`src/pkg/lpe_pkg.sv`:
```
/*
  shared constants, field layouts and instruction decoders for the power and
  entry-mode instruction decoder; assumes an 8-bit instruction/data bus.
*/
package lpe_pkg;
  localparam int DATA_W = 8;
  localparam int ADDR_W = 11;
  // instruction opcodes sit in the high bits of the data byte
  localparam logic [4:0] ENTRY_OPC = 5'h00;
  localparam logic [2:0] POWER_OPC = 3'h1;
  localparam logic [2:0] CONTRAST_OPC = 3'h2;
  // entry-mode fields
  localparam int ENTRY_MARK_BIT = 0;
  localparam int INVERT_BIT = 2;
  localparam int DIR_BIT = 1;
  localparam int CT_MSB_BIT = 2;
  localparam int HOLD_BIT = 1;
  // power-control fields
  localparam int BOOST_LSB = 3;
  localparam int BIAS_LSB = 0;
  localparam logic [1:0] BOOST_INHIBITED = 2'h3;
  // reset values
  localparam logic [1:0] BOOST_RST = 2'h0;
  localparam logic [2:0] BIAS_RST = 3'h0;
  localparam logic [4:0] CT_LOW_RST = 5'h00;
  localparam logic CT_MSB_RST = 1'b0;
  localparam logic INVERT_RST = 1'b0;
  localparam logic DIR_RST = 1'b1;
  localparam logic HOLD_RST = 1'b0;
  localparam logic [ADDR_W-1:0] ADDR_RST = 11'h000;

  function automatic logic lpe_is_entry(input logic [DATA_W-1:0] d);
    lpe_is_entry = (d[7:3] == ENTRY_OPC) && d[ENTRY_MARK_BIT];
  endfunction

  function automatic logic lpe_is_power(input logic [DATA_W-1:0] d);
    lpe_is_power = (d[7:5] == POWER_OPC);
  endfunction

  function automatic logic lpe_is_contrast(input logic [DATA_W-1:0] d);
    lpe_is_contrast = (d[7:5] == CONTRAST_OPC);
  endfunction

  // bias denominator times two: 1/9.5 becomes 19
  function automatic logic [4:0] lpe_bias_x2(input logic [2:0] code);
    case (code)
      3'h0: lpe_bias_x2 = 5'h14;
      3'h1: lpe_bias_x2 = 5'h13;
      3'h2: lpe_bias_x2 = 5'h12;
      3'h3: lpe_bias_x2 = 5'h10;
      3'h4: lpe_bias_x2 = 5'h0e;
      3'h5: lpe_bias_x2 = 5'h0c;
      3'h6: lpe_bias_x2 = 5'h0a;
      default: lpe_bias_x2 = 5'h08;
    endcase
  endfunction
endpackage

```
`src/pkg/lpe_step_if.sv`:
```
/*
  carries address-counter step and load requests from the decoder to the
  counter; both ends share sys_clk.
*/
`timescale 1ns/1ns
interface lpe_step_if #(parameter int AW = 11);
  logic step;
  logic dir_up;
  logic load;
  logic [AW-1:0] load_addr;
  logic [AW-1:0] addr;
  modport ctl (output step, output dir_up, output load, output load_addr, input addr);
  modport ctr (input step, input dir_up, input load, input load_addr, output addr);
endinterface
```
`src/core/lpe_addr_ctr.sv`:
```
/*
  graphics RAM address counter: moves by one per step request, loads on
  request; assumes step and load are single-cycle strobes on sys_clk.
*/
`timescale 1ns/1ns
module lpe_addr_ctr
  import lpe_pkg::*;
#(
  parameter int AW = ADDR_W
)
(
  input wire logic sys_clk,
  input wire logic rst_n,
  lpe_step_if.ctr st
);
  typedef struct packed {
    logic [AW-1:0] addr;
  } lpe_ctr_s;

  lpe_ctr_s s_q;
  lpe_ctr_s s_d;

  always_comb
  begin
    s_d = s_q;
    // a load wins so software repositioning is never lost to a stray step
    if (st.load)
      s_d.addr = st.load_addr;
    else if (st.step && st.dir_up)
      s_d.addr = s_q.addr + AW'(1);
    else if (st.step)
      s_d.addr = s_q.addr - AW'(1);
  end

  always_ff @(posedge sys_clk or negedge rst_n)
  begin
    if (!rst_n)
      s_q <= '{addr: AW'(ADDR_RST)};
    else
      s_q <= s_d;
  end

  assign st.addr = s_q.addr;
endmodule

```
`src/core/lpe_decode.sv`:
```
/*
  power and entry-mode instruction decoder with the graphics RAM address
  counter; assumes bus inputs are synchronous to sys_clk, one access per
  cycle with bus_valid high.
*/
// Operation
// - page one: booster_factor picks triple, quadruple or five-times; code 11 forbidden.
// - page one: bias_select codes 0..7 give 1/10,1/9.5,1/9,1/8,1/7,1/6,1/5,1/4.
// - page zero with invert_display set: whole graphics display black-white swapped.
// - every graphics_ram write, and every read with read_hold_address zero, without addr_set_valid, moves counter by one, up or down per direction.
// - page one entry-mode writes contrast_msb; with contrast_low_bits forms 64 steps.
// - read_hold_address one freezes the counter after reads; zero lets reads step it.
// - page zero entry mode: read_write_line low, bit2 invert, bit1 direction, bit0 one.
`timescale 1ns/1ns
module lpe_decode
  import lpe_pkg::*;
(
  input wire logic sys_clk,
  input wire logic rst_n,
  input wire logic bus_valid,
  input wire logic register_select_line,
  input wire logic read_write_line,
  input wire logic [DATA_W-1:0] bus_wdata,
  input wire logic instr_page_select,
  input wire logic addr_set_valid,
  input wire logic [ADDR_W-1:0] addr_set_value,
  output logic [1:0] booster_factor,
  output logic [2:0] bias_select,
  output logic [4:0] bias_denom_x2,
  output logic [5:0] contrast_setting,
  output logic invert_display,
  output logic addr_step_direction,
  output logic read_hold_address,
  output logic [ADDR_W-1:0] gram_addr
);
  typedef struct packed {
    logic [1:0] boost;
    logic [2:0] bias;
    logic [4:0] bias_x2;
    logic ct_msb;
    logic [4:0] ct_low;
    logic invert;
    logic dir_up;
    logic hold;
  } lpe_state_s;

  lpe_state_s s_q;
  lpe_state_s s_d;
  logic instr_wr;
  logic gram_wr;
  logic gram_rd;
  // the inhibited booster code is declared ahead of the decode that filters it
  localparam logic [1:0] BOOSTED_GUARD = BOOST_INHIBITED;

  lpe_step_if #(.AW(ADDR_W)) step_bus ();

  assign instr_wr = bus_valid && !register_select_line && !read_write_line;
  assign gram_wr = bus_valid && register_select_line && !read_write_line;
  assign gram_rd = bus_valid && register_select_line && read_write_line;

  always_comb
  begin
    s_d = s_q;
    if (instr_wr && lpe_is_entry(bus_wdata))
    begin
      if (instr_page_select)
      begin
        s_d.ct_msb = bus_wdata[CT_MSB_BIT];
        s_d.hold = bus_wdata[HOLD_BIT];
      end
      else
      begin
        s_d.invert = bus_wdata[INVERT_BIT];
        s_d.dir_up = bus_wdata[DIR_BIT];
      end
    end
    if (instr_wr && instr_page_select && lpe_is_power(bus_wdata))
    begin
      // an inhibited boost code is dropped so the pump never sees it
      if (bus_wdata[BOOST_LSB+:2] != BOOSTED_GUARD)
        s_d.boost = bus_wdata[BOOST_LSB+:2];
      s_d.bias = bus_wdata[BIAS_LSB+:3];
      s_d.bias_x2 = lpe_bias_x2(bus_wdata[BIAS_LSB+:3]);
    end
    if (instr_wr && lpe_is_contrast(bus_wdata))
      s_d.ct_low = bus_wdata[4:0];
  end

  always_ff @(posedge sys_clk or negedge rst_n)
  begin
    if (!rst_n)
      s_q <= '{boost: BOOST_RST, bias: BIAS_RST, bias_x2: 5'h14, ct_msb: CT_MSB_RST,
               ct_low: CT_LOW_RST, invert: INVERT_RST, dir_up: DIR_RST, hold: HOLD_RST};
    else
      s_q <= s_d;
  end

  // reads under hold leave the counter for read-modify-write; first read data is stale
  assign step_bus.step = gram_wr || (gram_rd && !s_q.hold);
  assign step_bus.dir_up = s_q.dir_up;
  assign step_bus.load = addr_set_valid;
  assign step_bus.load_addr = addr_set_value;

  lpe_addr_ctr #(.AW(ADDR_W)) u_ctr (
    .sys_clk(sys_clk),
    .rst_n(rst_n),
    .st(step_bus.ctr)
  );

  assign booster_factor = s_q.boost;
  assign bias_select = s_q.bias;
  assign bias_denom_x2 = s_q.bias_x2;
  assign contrast_setting = {s_q.ct_msb, s_q.ct_low};
  assign invert_display = s_q.invert;
  assign addr_step_direction = s_q.dir_up;
  assign read_hold_address = s_q.hold;
  assign gram_addr = step_bus.addr;
endmodule

```
`config.mk`:
```
export PLATFORM = sky130hd
export DESIGN_NAME = lpe_decode
export DESIGN_NICKNAME = d
export VERILOG_FILES = /design/src/pkg/lpe_pkg.sv /design/src/pkg/lpe_step_if.sv /design/src/core/lpe_addr_ctr.sv /design/src/core/lpe_decode.sv
export SDC_FILE = /design/constraint.sdc
export NUM_CORES = 1
export LEC_CHECK = 0
export BUFFER_PORTS_ARGS = -buffer_cell sky130_fd_sc_hd__buf_2
export CELL_PAD_IN_SITES_DETAIL_PLACEMENT = 1
export CELL_PAD_IN_SITES_GLOBAL_PLACEMENT = 1
export CORE_MARGIN = 1.5
export CORE_UTILIZATION = 36
export CTS_BUF_LIST = sky130_fd_sc_hd__clkbuf_4 sky130_fd_sc_hd__clkbuf_8
export DETAILED_ROUTE_END_ITERATION = 8
export GPL_ROUTABILITY_DRIVEN = 1
export PLACE_DENSITY = 0.77
export SYNTH_ARGS = -nofsm -noshare
export SYNTH_HDL_FRONTEND = slang
export SYNTH_HIERARCHICAL = 1
export SYNTH_SLANG_ARGS = --single-unit
```
`constraint.sdc`:
```
create_clock -name sys_clk -period 2.1 [get_ports sys_clk]
set_input_delay 0.315 -clock sys_clk [delete_from_list [all_inputs] [get_ports sys_clk]]
set_output_delay 0.315 -clock sys_clk [all_outputs]
set_load 0.05 [all_outputs]
```
==> results.md <==
* Status: complete, but fails checks
* Failing checks: setup timing
* Max IR drop VDD at 0.411 mV
* Yosys top cell by area: dfrtp_1
* List of most frequent post-synthesis cells: dfrtp_1 (27), mux2_2 (17), nand2_1 (12)
* PnR worst setup slack at -0.0577 ns
* Setup TNS at -0.0983 ns
* Total routed wirelength at approximately 4.9 mm
* Max Clk Rate at 463 MHz
* DRT Pass-1 Iters at 4
* Setup slack, reg-to-reg at -0.06 ns
* Ranking of synthesized cells by area: dfrtp_1 (38%), mux2_2 (11%), ha_1 (6.3%)
* Mapped cell area at ~1800 µm²
* Vias post-DR at 1530
* Largest net degree at the start of global routing at 31
* Worst Setup Start Kind: register
* Hold Path Class: in2async
* Diodes inserted at 0
* Detailed-route DRC error count at 0
* Async set or reset register ratio after synthesis at between 90% and 100%
* RSZ-0062 raised after global routing: true
* CTS sink cnt at 30
* Post-layout min period at 2.16 ns
* Layout Area Growth over Synthesis at 40.9%
* Final worst-path cycle share at 103%
* WL per Instance at 16.2 µm
* Max cap viols at 0
* Synth top area share at approximately two fifths
* Worst Path Arrival at 2.32 ns
* CTS root buf: clkbuf_8
* Fin. Hold Viols at 0
* Number of flops mapped to enable cells by yosys at 0
* Synthesized Nets at 200
* Worst Tran Pin Value at just under 0.7 ns
* Yosys reg bits at 30
* I/O pins at 56
* Die ar. at 5360 µm²
* Final slew viol count at 0
* Pwr Density at 911 nW/µm²
* Port buffer count at between 50 and 60
* CTS tree: built
* Post-DRT Antenna Nets at 0
* First-pass GRT wire length at 8.20 mm
* Worst skew pair latency at 0.29 ns
* H-tree levels at 2
* Syn Area/Cell at 10.8 µm²
* Seq/Total Area, Yosys at 42.5%
* Worst reg2reg endpoint: u_ctr/st.addr[9]
* Ys flop type: dfrtp_1
* Placed Cells at 295
* Top-count cell post-synth: dfrtp_1
* Layout cells sized above 1 at about half
* RR Startpoint: read_hold_address
* CP endpoint: u_ctr/st.addr[9]
* Post-synth cell types at 44
* Setup violators final at 3
* Row cnt at 25
* Die Span Y at 73.2 µm
* Yosys warning count at 6
* # hold bufs at CTS at 0
* Leakage at 1.19 nW
* Core area at around 4700 µm²
* Total CTS buffers at 5
* Vias in the first global route at approximately 1.7k
* Fin nets at 272
* Grt ovf at 0
* Hpwl dp at 3.63 mm
* Worst Reg-to-Reg Cells at 9
* Routed vias/inst at 5.03
* Setup CP Type: reg2reg
* Initial antenna violation count at 0
* Post-Synthesis Cells at approximately 160
* CP startpoint: read_hold_address
* Worst setup EP type: register
* CTS max path bufs at 2
* 1st-iter DRT viols at 64
* Critical path data required time at 2.26 ns
* Non-filler cells, final at 304
* Global placement routability congestion at between 0.7 and 0.8
* Global Route Usage Sum at 20.5%
* Max transition margin at 54.6%
* Width of the chip at 73.2 µm
* Clock skew at 0.00709 ns
* Power Total at 2.28 mW
* Initial Util at 37.6%
* Clk pin slew, worst setup/hold paths at 0.07 ns
* Crit-path max FO at 11
## power breakdown
group          internal (mW)  switching [mW]  total, mW
Combinational          0.303           0.525      0.828
Clock                  0.506           0.227      0.733
Sequential             0.657          0.0619      0.719
Total                   1.47           0.814       2.28
## cells by family after synthesis
| group | Yosys count | share of synthesized area [%] |
|---|---|---|
| fa+ha+maj | 10 | 7.47 |
| buf+inv | 12 | 2.96 |
| xor+xnor | 10 | 4.93 |
| compound gates | 42 | 16.3 |
| mux | 21 | 13.0 |
| flops | 30 | 42.5 |
| simple gates | 39 | 12.8 |
## critical path: stages, from the launching register on
cell	delay (ns)
dfrtp_2	0.43
a21oi_4	0.23
nand2_8	0.15
ha_4	0.29
a21o_1	0.18
a21o_1	0.16
a21o_1	0.17
a31oi_2	0.16
xor2_1	0.17
o21ai_1	0.08
## what timing repair did
| item | 4_1_cts | 5_1_grt |
|---|---|---|
| setup buffers | 1 | 0 |
| setup endpoints to repair | 8 | 8 |
| resized for setup | 1 | 7 |
| gates cloned | 0 | 0 |
| pin swaps | 0 | 1 |
## how the worst min path moves through the flow
stage	end	cells past startpoint
finish	booster_factor[0]	1
global route	booster_factor[0]	1
CTS	u_ctr/st.addr[10]	1
detailed placement	booster_factor[0]	1
global placement	contrast_setting[3]	1
floorplan	bias_denom_x2[0]	0
## final cells by class
| type | count | area [µm²] |
|---|---|---|
| clock buffer | 6 | 82.6 |
| clock inverter | 2 | 60.1 |
| fill | 541 | 2220 |
| inverter | 9 | 33.8 |
| multi-input combinational | 122 | 1110 |
| sequential | 30 | 756 |
| tap | 67 | 83.8 |
| timing repair buffer | 68 | 373 |
## stage by stage
stage	area, µm²	utilization, %	setup WS, ns	hold slack [ns]
2_1_floorplan	1900	-	-0.101	0.0194
3_3_place_gp	2330	49.2	-0.0573	0.394
3_5_place_dp	2330	49.2	-0.162	0.403
4_1_cts	2480	52.6	-0.0384	0.0913
5_1_grt	2500	53.0	-0.163	0.107
6_report	2500	53.0	-0.0577	0.0656
## placed cells by master, fill, tap and decap left out, types with 2 or more instances in the layout
cell type,Yosys,final
a21boi_0,2,2
a21o_1,6,6
a21oi_1,7,4
a21oi_2,1,3
a22oi_1,4,4
buf_2,0,55
buf_4,0,13
bufinv_16,0,2
clkbuf_8,0,6
dfrtp_1,27,26
dfstp_2,3,3
ha_4,0,8
inv_1,9,8
mux2_2,17,17
mux2i_1,4,4
nand2_1,12,12
nand2b_1,3,2
nand3_1,2,2
nand4b_1,2,2
nor2_1,7,6
o211ai_2,2,2
o21ai_0,7,5
o21ai_1,6,8
xnor2_1,8,8
xor2_1,2,2
## sequential cells by signal, indices dropped and copies added (netlist names)
| name | flops |
|---|---|
| bias_select | 3 |
| bias_denom_x2 | 5 |
| read_hold_address | 1 |
| u_ctr/st.addr | 11 |
| invert_display | 1 |
| addr_step_direction | 1 |
| booster_factor | 2 |
| contrast_setting | 6 |
## routing by layer
metal  wire length [µm]  global-route usage (%)  up-vias
met5                  0                       0        -
met4                 68                    6.50        0
met3                273                    5.66        7
met2               2500                    36.0       49
met1               2090                    24.1      742
li1                   -                       -      732
Power figures use the tool's default switching activity.
